## config.mk

```make
export PLATFORM = sky130hd
export DESIGN_NAME = iit_top
export DESIGN_NICKNAME = d
export VERILOG_FILES = /design/src/common/iit_pkg.sv /design/src/iit_clk_sel.sv /design/src/iit_counter.sv /design/src/iit_top.sv
export SDC_FILE = /design/constraint.sdc
export NUM_CORES = 1
export LEC_CHECK = 0
export BUFFER_PORTS_ARGS = -buffer_cell sky130_fd_sc_hd__buf_2
export CAP_MARGIN = 20
export CORE_MARGIN = 2
export CORE_UTILIZATION = 37
export CTS_CLUSTER_DIAMETER = 100
export CTS_CLUSTER_SIZE = 20
export DETAILED_ROUTE_END_ITERATION = 12
export PLACE_DENSITY = 0.65
export SLEW_MARGIN = 20
export SYNTH_ARGS = -nofsm -noshare
export SYNTH_HDL_FRONTEND = slang
export SYNTH_HIERARCHICAL = 1
export SYNTH_SLANG_ARGS = --single-unit
```

## constraint.sdc

```tcl
create_clock -name pclk -period 3.2 [get_ports pclk]
set_clock_uncertainty 0.05 [all_clocks]
set_input_delay 0.32 -clock pclk [delete_from_list [all_inputs] [get_ports pclk]]
set_output_delay 0.32 -clock pclk [all_outputs]
set_load 0.03 [all_outputs]
```

## src/common/iit_pkg.sv

```systemverilog
// package: register map, field layout and constants of the idle interval timer
package iit_pkg;
   // ------------------------------------------------------------------
   // register offsets (byte addresses)
   // ------------------------------------------------------------------
   localparam logic [11:0] MODE_OFF    = 12'h000;
   localparam logic [11:0] IRQCTL_OFF  = 12'h004;
   localparam logic [11:0] STATUS_OFF  = 12'h008;
   localparam logic [11:0] CLEAR_OFF   = 12'h00c;
   localparam logic [11:0] ENABLE_OFF  = 12'h010;
   localparam logic [11:0] CTRL_OFF    = 12'h014;
   // ------------------------------------------------------------------
   // field positions
   // ------------------------------------------------------------------
   localparam int SEL_LSB      = 0;
   localparam int RSVD_BIT     = 3;
   localparam int LOW_SPEED_OSC_ON_BIT     = 7;
   localparam int HIGH_SPEED_OSC_ON_BIT     = 6;
   localparam int DUAL_CLOCK_ENABLE_BIT     = 5;
   localparam int CKSEL_BIT    = 4;
   localparam int PEND_BIT     = 5;
   localparam int TEN_BIT      = 4;
   localparam int GIE_BIT      = 0;
   localparam int PORTG_BIT    = 6;
   localparam int TICK_LOW_BIT = 11;
   // ------------------------------------------------------------------
   // reset values and counts
   // ------------------------------------------------------------------
   localparam logic [7:0]  MODE_RST    = 8'h40;
   localparam logic [7:0]  IRQCTL_RST  = 8'h00;
   localparam logic [15:0] CNT_RST     = 16'hffff;
   localparam logic [2:0]  SEL_MAX     = 3'h4;
   localparam logic [3:0]  IRQ_EV_RST  = 4'h0;
   localparam int          HS_DIV      = 5;
   localparam int          LS_DIV      = 8;
   localparam logic [2:0]  HS_DIV_LAST = 3'(HS_DIV - 1);
   localparam logic [2:0]  LS_DIV_LAST = 3'(LS_DIV - 1);
   // ------------------------------------------------------------------
   // types
   // ------------------------------------------------------------------
   typedef struct packed {
      logic       low_speed_osc_on;
      logic       high_speed_osc_on;
      logic       dual_clock_enable;
      logic       cksel;
      logic       rsvd;
      logic [2:0] sel;
   } iit_mode_t;

   typedef struct packed {
      logic        tick;
      logic        wake;
      logic        wdog_tick;
      logic        force_reset;
   } iit_evt_t;
endpackage : iit_pkg

```

## src/iit_clk_sel.sv

```systemverilog
// clock selection: counter enable from instruction clock or slow clock
`timescale 1ns/1ps
`default_nettype none
module iit_clk_sel (
   input  wire logic pclk,
   input  wire logic presetn,
   input  wire logic slow_mode,
   input  wire logic slow_clk_tick,
   output logic      cnt_step,
   output logic      div_active
);
   logic [2:0] div_reg;
   logic [2:0] div_next;
   logic       step_next;

   // ------------------------------------------------------------------
   // divider
   // ------------------------------------------------------------------
   always_comb begin
      div_next  = div_reg;
      step_next = 1'b0;
      if (slow_mode) begin
         div_next  = 3'h0;
         step_next = slow_clk_tick;
      end else if (div_reg == iit_pkg::HS_DIV_LAST) begin
         div_next  = 3'h0;
         step_next = 1'b1;
      end else begin
         div_next = div_reg + 3'h1;
      end
   end

   always_ff @(posedge pclk or negedge presetn) begin
      if (!presetn) begin
         div_reg    <= 3'h0;
         cnt_step   <= 1'b0;
         div_active <= 1'b0;
      end else begin
         div_reg    <= div_next;
         cnt_step   <= step_next;
         div_active <= !slow_mode;
      end
   end
endmodule : iit_clk_sel
`default_nettype wire

```

## src/iit_counter.sv

```systemverilog
// free-running 16-bit down counter with selectable tick bit
`timescale 1ns/1ps
`default_nettype none
module iit_counter (
   input  wire logic       pclk,
   input  wire logic       presetn,
   input  wire logic       step,
   input  wire logic [2:0] sel,
   output logic            tick,
   output logic            wdog_tick
);
   logic [15:0] cnt_reg;
   logic [15:0] cnt_next;
   logic        tick_next;
   logic        wd_next;

   function automatic logic bit_falls(input logic [15:0] c, input logic [2:0] s);
      int b;
      b = iit_pkg::TICK_LOW_BIT + int'(s);
      bit_falls = (c[b -: 1] == 1'b0) && ((c & ((16'h1 << b) - 16'h1)) == 16'h0);
   endfunction : bit_falls

   // ------------------------------------------------------------------
   // count
   // ------------------------------------------------------------------
   always_comb begin
      cnt_next  = cnt_reg;
      tick_next = 1'b0;
      wd_next   = 1'b0;
      if (step) begin
         cnt_next = cnt_reg - 16'h1;
         if (sel <= iit_pkg::SEL_MAX)
            tick_next = bit_falls(cnt_reg, sel);
         wd_next = bit_falls(cnt_reg, 3'h4);
      end
   end

   always_ff @(posedge pclk or negedge presetn) begin
      if (!presetn) begin
         cnt_reg   <= iit_pkg::CNT_RST;
         tick      <= 1'b0;
         wdog_tick <= 1'b0;
      end else begin
         cnt_reg   <= cnt_next;
         tick      <= tick_next;
         wdog_tick <= wd_next;
      end
   end
endmodule : iit_counter
`default_nettype wire

```

## src/iit_top.sv

```systemverilog
// idle interval timer: apb registers, tick flag, wake and interrupt
`timescale 1ns/1ps
`default_nettype none
// Operation
// - 16-bit down counter, invisible to software
// - fast mode: count instruction clock
// - slow modes: count 32 kHz clock
// - slow modes: instruction divider stopped
// - counter times wake, watchdog, start delays
// - selected bit 11-15 underflow sets pending
// - tick clears port G bit six
// - idle_irq_req needs tick enable and global enable
// - pending bit 5, enable bit 4
// - period select in mode bits 0-2
// - codes 0-4 give 4k..64k clocks
// - reset clears period select
// - zeros in upper mode bits force reset
// - select change may set pending spuriously
module iit_top (
   input  wire logic        pclk,
   input  wire logic        presetn,
   input  wire logic        psel,
   input  wire logic        penable,
   input  wire logic        pwrite,
   input  wire logic [11:0] paddr,
   input  wire logic [31:0] pwdata,
   output logic [31:0]      prdata,
   output logic             pready,
   output logic             pslverr,
   input  wire logic        slow_clk_tick,
   output logic             irq,
   output logic             idle_irq_req,
   output logic             port_g_wake_n,
   output logic             wdog_tick_out,
   output logic             start_delay_done,
   output logic             clock_reset_req,
   output logic             instr_div_on
);
   iit_pkg::iit_mode_t mode_reg;
   iit_pkg::iit_mode_t mode_next;
   logic [7:0]         irqctl_reg;
   logic [7:0]         irqctl_next;
   logic [3:0]         sts_reg;
   logic [3:0]         sts_next;
   logic [3:0]         en_reg;
   logic [3:0]         en_next;
   logic               ctrl_reg;
   logic               ctrl_next;
   logic [31:0]        rd_next;
   logic               err_next;
   logic               irq_next;
   logic               req_next;
   logic               wake_n_next;
   logic               rst_next;
   logic               sdd_next;
   logic               sdd_reg;
   iit_pkg::iit_evt_t  ev;
   logic               step;
   logic               div_on;
   logic               slow_mode;
   logic               wr;
   logic               rd;
   logic               setup;

   function automatic logic mapped(input logic [11:0] a);
      mapped = (a == iit_pkg::MODE_OFF) || (a == iit_pkg::IRQCTL_OFF) || (a == iit_pkg::STATUS_OFF)
               || (a == iit_pkg::CLEAR_OFF) || (a == iit_pkg::ENABLE_OFF) || (a == iit_pkg::CTRL_OFF);
   endfunction : mapped

   // read data and error launched from setup, so they stand in the access cycle
   assign wr        = psel && penable && pwrite;
   assign rd        = psel && !penable && !pwrite;
   assign setup     = psel && !penable;
   assign slow_mode = mode_reg.dual_clock_enable || mode_reg.cksel;

   // ------------------------------------------------------------------
   // submodules
   // ------------------------------------------------------------------
   iit_clk_sel u_clk (
      .pclk          (pclk),
      .presetn       (presetn),
      .slow_mode     (slow_mode),
      .slow_clk_tick (slow_clk_tick),
      .cnt_step      (step),
      .div_active    (div_on)
   );

   iit_counter u_cnt (
      .pclk      (pclk),
      .presetn   (presetn),
      .step      (step),
      .sel       (mode_reg.sel),
      .tick      (ev.tick),
      .wdog_tick (ev.wdog_tick)
   );

   assign ev.wake        = ev.tick;
   assign ev.force_reset = wr && (paddr == iit_pkg::MODE_OFF) && (pwdata[7:4] == 4'h0);

   // ------------------------------------------------------------------
   // registers
   // ------------------------------------------------------------------
   always_comb begin
      mode_next   = mode_reg;
      irqctl_next = irqctl_reg;
      en_next     = en_reg;
      ctrl_next   = ctrl_reg;
      sts_next    = sts_reg;
      err_next    = 1'b0;
      rd_next     = 32'h0;
      if (wr) begin
         case (paddr)
            iit_pkg::MODE_OFF: begin
               if (pwdata[7:4] != 4'h0)
                  mode_next = iit_pkg::iit_mode_t'({pwdata[7:4], 1'b0, pwdata[2:0]});
            end
            iit_pkg::IRQCTL_OFF: irqctl_next = pwdata[7:0];
            iit_pkg::CLEAR_OFF:  sts_next    = sts_reg & ~pwdata[3:0];
            iit_pkg::ENABLE_OFF: en_next     = pwdata[3:0];
            iit_pkg::CTRL_OFF:   ctrl_next   = pwdata[iit_pkg::GIE_BIT];
            default:             sts_next    = sts_reg;
         endcase
      end
      if (rd) begin
         case (paddr)
            iit_pkg::MODE_OFF:   rd_next = {24'h0, mode_reg};
            iit_pkg::IRQCTL_OFF: rd_next = {24'h0, irqctl_reg};
            iit_pkg::STATUS_OFF: rd_next = {28'h0, sts_reg};
            iit_pkg::ENABLE_OFF: rd_next = {28'h0, en_reg};
            iit_pkg::CTRL_OFF:   rd_next = {31'h0, ctrl_reg};
            iit_pkg::CLEAR_OFF:  rd_next = 32'h0;
            default:             rd_next = 32'h0;
         endcase
      end
      err_next = setup && !mapped(paddr);
      if (ev.tick)
         irqctl_next[iit_pkg::PEND_BIT] = 1'b1;
      sts_next = sts_next | ev;
   end

   // ------------------------------------------------------------------
   // outputs
   // ------------------------------------------------------------------
   always_comb begin
      irq_next    = |(sts_reg & en_reg);
      req_next    = irqctl_reg[iit_pkg::PEND_BIT] && irqctl_reg[iit_pkg::TEN_BIT] && ctrl_reg;
      wake_n_next = !ev.wake;
      rst_next    = ev.force_reset;
      sdd_next    = sdd_reg || ev.wdog_tick;
   end

   always_ff @(posedge pclk or negedge presetn) begin
      if (!presetn) begin
         mode_reg         <= iit_pkg::iit_mode_t'(iit_pkg::MODE_RST);
         irqctl_reg       <= iit_pkg::IRQCTL_RST;
         sts_reg          <= iit_pkg::IRQ_EV_RST;
         en_reg           <= iit_pkg::IRQ_EV_RST;
         ctrl_reg         <= 1'b0;
         sdd_reg          <= 1'b0;
         prdata           <= 32'h0;
         pready           <= 1'b0;
         pslverr          <= 1'b0;
         irq              <= 1'b0;
         idle_irq_req     <= 1'b0;
         port_g_wake_n    <= 1'b1;
         wdog_tick_out    <= 1'b0;
         start_delay_done <= 1'b0;
         clock_reset_req  <= 1'b0;
         instr_div_on     <= 1'b0;
      end else begin
         mode_reg         <= mode_next;
         irqctl_reg       <= irqctl_next;
         sts_reg          <= sts_next;
         en_reg           <= en_next;
         ctrl_reg         <= ctrl_next;
         sdd_reg          <= sdd_next;
         prdata           <= rd_next;
         pready           <= psel && !penable;
         pslverr          <= err_next;
         irq              <= irq_next;
         idle_irq_req     <= req_next;
         port_g_wake_n    <= wake_n_next;
         wdog_tick_out    <= ev.wdog_tick;
         start_delay_done <= sdd_next;
         clock_reset_req  <= rst_next;
         instr_div_on     <= div_on;
      end
   end
endmodule : iit_top
`default_nettype wire

```

# Yosys cells after proc, flatten, opt, wreduce, memory -nomap -nowiden
# Cells that the tools add are included.
word_totals:
  ff_bits: 88
  latch_bits: 0
  ram_bits: 0
  rom_bits: 0
  elab_cells: 96
  mem_count: 0
classes:
  addsub: 4
  mul: 0
  n_div: 0
  order_cmp: 1
  n_eq_ne: 6
  shift: 2
  muxes: 14
  bitwise_logic: 7
  n_reduce_logical: 36
ops:
  columns: ["op", "count"]
  rows:
  - ["one-hot mux 8 bit (5 select lines)", 1]
  - ["logical NOT 16 bit", 2]
  - ["variable part select 16 x 32 -> 1 bit", 1]
  - ["<< shifter 1 x 32 -> 16 bit, first input constant", 1]
  - ["subtractor 16 x 1 -> 16 bit, second input constant", 2]
  - ["equality test 12 x 4 -> 1 bit, second input constant", 2]
  - ["equality test 12 x 5 -> 1 bit, second input constant", 2]
  - ["AND 16 bit", 1]
  - ["equality test 12 x 3 -> 1 bit, second input constant", 1]
  - ["logical NOT 12 bit", 1]
  - ["2-to-1 mux 6 bit", 2]
  - ["logical AND 1 bit", 11]
  - ["AND 4 bit", 2]
  - ["2-to-1 mux 4 bit", 2]
  - ["2-to-1 mux 8 bit", 1]
  - ["AND reduction 2 bit", 4]
  - ["logical OR 1 bit", 7]
  - ["2-to-1 mux 1 bit", 6]
  - ["2-to-1 mux 3 bit", 2]
  - ["adder 4 x 3 -> 5 bit, first input constant", 1]
  - ["logical NOT 1 bit", 5]
  - ["logical NOT 4 bit", 1]
  - ["inverter 4 bit", 1]
  - ["bitwise OR 4 bit", 1]
  - ["8 further kinds", 10]

# Depth between registers and ports, before layout
depth:
  ltp_word: 8
  mapped_depth: 14

# Hierarchy
# Netlist, hierarchy kept.
modules_own_cells:
  columns: ["module", "instances", "cells_each", "area_each_um2", "seq_area_each_um2"]
  rows:
  - ["iit_top", 1, 178, 2014.4, 1028.5]
  - ["iit_counter", 1, 138, 1280.0, 470.5]
  - ["iit_clk_sel", 1, 18, 210.2, 125.1]

# Worst setup path after synthesis
# Ideal clock, no wire load.
synth_path:
  path_type: "register to register"
  start: "register mode_reg[1] (netlist bit)"
  end: "register u_cnt.tick"
  setup_ns: 0.126
  t_arrival_ns: 2.675
  path_slack_ns: 0.348
  stages_incl_launch_ff: 13
  path_buffers: 2
  cell_sequence: "dfrtp_1 > buf_2 > nor2_1 > inv_1 > ha_1 > clkbuf_1 > nor2_1 > nand4b_1 > ha_1 > or4b_2 > nand3_1 > a32o_1 > nor3_1"
synth_via:
  elab_chain_len: 8
  word_cells_on_any_way: 11
  cone_classes: "2 x add/sub; 1 x order compare; 2 x shift; 2 x mux; 2 x bitwise; 2 x reduce/logical"
synth_lines:
  columns: ["element", "line", "text"]
  rows:
  - ["from (decl)", "iit_top.sv:39", "iit_pkg::iit_mode_t mode_reg;"]
  - ["from (signal assigned)", "iit_top.sv:154", "mode_reg <= iit_pkg::iit_mode_t'(iit_pkg::MODE_RST);"]
  - ["from (signal assigned)", "iit_top.sv:171", "mode_reg <= mode_next;"]
  - ["adder 4 x 3 -> 5 bit", "iit_counter.sv:19", "b = iit_pkg::TICK_LOW_BIT + int'(s);"]
  - ["<< shifter 1 x 32 -> 16 bit", "iit_counter.sv:20", "bit_falls = (c[b -: 1] == 1'b0) && ((c & ((16'h1 << b) - 16'h1)) == 16'h0);"]
  - ["subtractor 16 x 1 -> 16 bit", "iit_counter.sv:20", null]
  - ["AND 16 bit", "iit_counter.sv:20", null]
  - ["logical NOT 16 bit", "iit_counter.sv:20", null]
  - ["logical AND 1 bit", "iit_counter.sv:20", null]
  - ["2-to-1 mux 1 bit (*)", "iit_counter.sv:32", "if (sel <= iit_pkg::SEL_MAX)"]
  - ["2-to-1 mux 1 bit (*)", "iit_counter.sv:30", "if (step) begin"]
  - ["via u_cnt.tick_next", "iit_counter.sv:14", "logic tick_next;"]
  - ["to (signal assigned)", "iit_counter.sv:45", "tick <= tick_next;"]
  - ["to (decl)", "iit_counter.sv:9", "output logic tick,"]
# The timed path passes the listed nets; every way through them passes the cells marked *.
# A chain may end at the register's enable or synchronous reset.

# Worst setup path in the final report
layout_path:
  start: "register mode_reg[0] (netlist bit)"
  end: "register u_cnt.tick"
# The elaborated chain is that of the path after synthesis.

==> results.md <==
* Status: finished, final reports clean
* Clock Latency Late Sink at 0.34 ns
* Chip width at 101 um
* Clk buf depth at 2
* CTS sink count at 64
* Critical path class: reg2reg
* FP Rows at 35
* Most common cell after layout, fill and taps aside: dfrtp_1
* Critical Path AT at 3.02 ns
* Hpwl dp at 5340 um
* Vias/cell at 5.27
* Max-slew headroom at 49.5%
* Number of global-route vias before repair at 2478
* Ant. Diodes at 0
* Min Clock Period, post-route at 2.85 ns
* Pre-antenna DRT Iters at 4
* Final setup fails at 0
* CTS tree: built
* Routed WL at 7230 um
* Setup TNS at 0 ns
* Yosys warns at 6
* Fin crit share at 89.1%
* Register-to-Register Path Depth at 10
* CTS HTree Levels at 3
* Crit path required time at 3.37 ns
* Max-cap violations at 0
* Clk slew on worst S/H paths at 0.07 ns
* Routed vias at 2632
* FILL cells at 903
* CP max stage delay at 0.64 ns
* Total GRT Usage at 14.9%
* Clock root buffer: clkbuf_8
* Core area at 9200 um^2
* Die Y at 101 um
* Wire length per cell at 14.5 um
* # port buffers at 42
* Non-Filler Cell Area, Final at 3980 um^2
* Initial core utilization at 38.1%
* Synth Cell Area at 3500 um^2
* Max reg flops at 16
* HP Class: in2reg
* RSZ-0062 raised after global routing: no
* CP Launch Type: flip-flop
* Initial antenna violation count at 0
* Worst reg-to-reg setup slack at 0.35 ns
* WHS Endpoint: u_clk/cnt_step
* Gpl congestion at 0.845
* Max FO, Critical Path at 5
* Top FF cell, synth: dfrtp_1
* Netlist cell types at 60
* 1st-iter DRT viols at 134
* Final Hold Fails at 0
* DRC viols at 0
* RR Startpoint: mode_reg[0]
* Io pins at 91
* Peak VDD IR at 0.180 mV
* Most frequent cells in the layout: dfrtp_1, buf_2, nand2_1, conb_1
* Hold Startpoint: slow_clk_tick
* Fraction of layout cells with a size suffix above 1 at 30.4%
* Cell leakage power at 1.77 nW
* Total CTS buffers at 9
* Slew @ Worst Pin at 0.751 ns
* Global-route wire length before repair at 11900 um
* Hold-critical path depth at 3
* Post-route ant nets at 0
* Reg2Reg Capture Point: u_cnt/tick
* Setup bufs post-CTS at 0
* Number of synthesized flops with an enable pin at 0
* Fmax at 351 MHz
* Design Power at 1.87 mW
* P per Cell Area at 471 nW/um^2
* Post-Syn Area per Cell at 10.5 um^2
* Post-Syn Instances at 334
* Post-Place Cell Area at 3770 um^2
* Slowest CP cell: or4b_2
* Die area at 10300 um^2
* Largest net degree at the start of global routing at 28
* Seq/Total Area, Yosys at 46.3%
* Nets@finish at 438
* Post-synth ARST share at 100%
* CP Cell Sequence: nor2_1, inv_1, ha_1, nor2_1, nand4b_1, ha_1, or4b_2, nand3_1, a32o_1, nor3_1
* Area grow syn2layout at 13.6%
* Worst setup EP type: flip-flop
* WHS at 0.133 ns
* Yosys reg bits at 64
* GR Overflow Total at 0
* Slew Viols, Final at 0
==> cells in the mapped netlist (3+ instances only) <==
library cell | n | area, um^2
dfrtp_1 | 46 | 1150
a21o_1 | 6 | 45.0
nor2b_1 | 9 | 56.3
inv_1 | 13 | 48.8
o21ai_0 | 18 | 90.1
or3_4 | 3 | 33.8
nand2b_1 | 4 | 25.0
nand3b_1 | 3 | 22.5
ha_1 | 5 | 62.6
nand2_1 | 25 | 93.8
nor4b_1 | 3 | 26.3
xnor2_1 | 6 | 52.6
a22oi_1 | 9 | 67.6
dfstp_2 | 18 | 473
nor2_1 | 18 | 67.6
or2_2 | 3 | 18.8
nand3_1 | 6 | 30.0
a31oi_1 | 3 | 18.8
nand4_1 | 5 | 31.3
mux2i_1 | 4 | 40.0
buf_4 | 24 | 180
a21oi_1 | 9 | 45.0
nor3_1 | 8 | 40.0
xor2_1 | 8 | 70.1
and3_1 | 3 | 18.8
nor4_1 | 7 | 43.8
clkbuf_1 | 8 | 30.0
mux2_2 | 17 | 191
nor4_4 | 4 | 85.1
==> cell type report <==
cell class                      instances  area (um^2)  area share, %
Multi-Input combinational cell        244         1690           42.5
Sequential cell                        64         1620           40.8
Timing Repair Buffer                   51          280           7.04
Clock buffer                           11          141           3.55
Tap cell                              111          139           3.49
Clock inverter                          5         56.3           1.41
Inverter                               13         48.8           1.23
==> power breakdown <==
group          leakage [nW]  total (mW)  switching, mW  internal (mW)
Sequential            0.787       0.939         0.0598          0.879
Clock                0.0993       0.693          0.313          0.380
Combinational         0.879       0.242          0.149         0.0929
Total                  1.77        1.87          0.522           1.35
==> timing repair <==
action | in CTS | in global routing
gates resized for setup | 0 | 0
hold buffers | 1 | 0
hold endpoints to repair | 13 | 0
==> per-layer routing <==
metal  global-route usage, %  vias to the layer above  share of wire [%]
met5                       0                        -                  0
met4                    4.37                        0                1.4
met3                    5.24                       12                5.1
met2                    23.2                       77                 48
met1                    19.7                     1293                 46
li1                        -                     1250                  -
==> cell families (layout without fill, tap and decap cells) <==
logic type      Yosys count  count (layout)  synth area share [%]
compound gates           59              59                  11.1
other cells               1              24                 0.107
mux                      22              22                  6.93
buf+inv                  49              80                  7.89
flops                    64              64                  46.3
simple gates            120             120                  22.3
fa+ha+maj                 5               5                  1.79
xor+xnor                 14              14                  3.50
==> worst max-delay path: cells and delay by family (launching register included) <==
kind | cells | cell delay (ns)
AND/OR/NAND/NOR | 6 | 1.41
adder cells (fa/ha/maj) | 2 | 0.59
flip-flops | 1 | 0.38
buffers and inverters | 1 | 0.18
AO/OA/AOI/OAI | 1 | 0.12
==> per-stage QoR <==
step	util, %	cells	setup WS, ns
finish	43.3	499	0.349
global route	43.3	499	0.0766
CTS	43.3	499	0.393
detailed placement	41.0	482	0.374
global placement	41.0	482	0.426
floorplan	-	357	0.348
==> worst max-delay path by stage <==
stage	cells after the start	to	slack, ns	from
6_report	10	u_cnt/tick	0.35	mode_reg[0]
5_1_grt	12	u_cnt/tick	0.08	mode_reg[0]
4_1_cts	10	u_cnt/tick	0.39	mode_reg[0]
3_5_place_dp	10	u_cnt/tick	0.37	mode_reg[0]
3_3_place_gp	12	u_cnt/tick	0.43	mode_reg[0]
2_1_floorplan	12	u_cnt/tick	0.35	mode_reg[1]
Note: power is estimated with default switching activity, not from simulation.
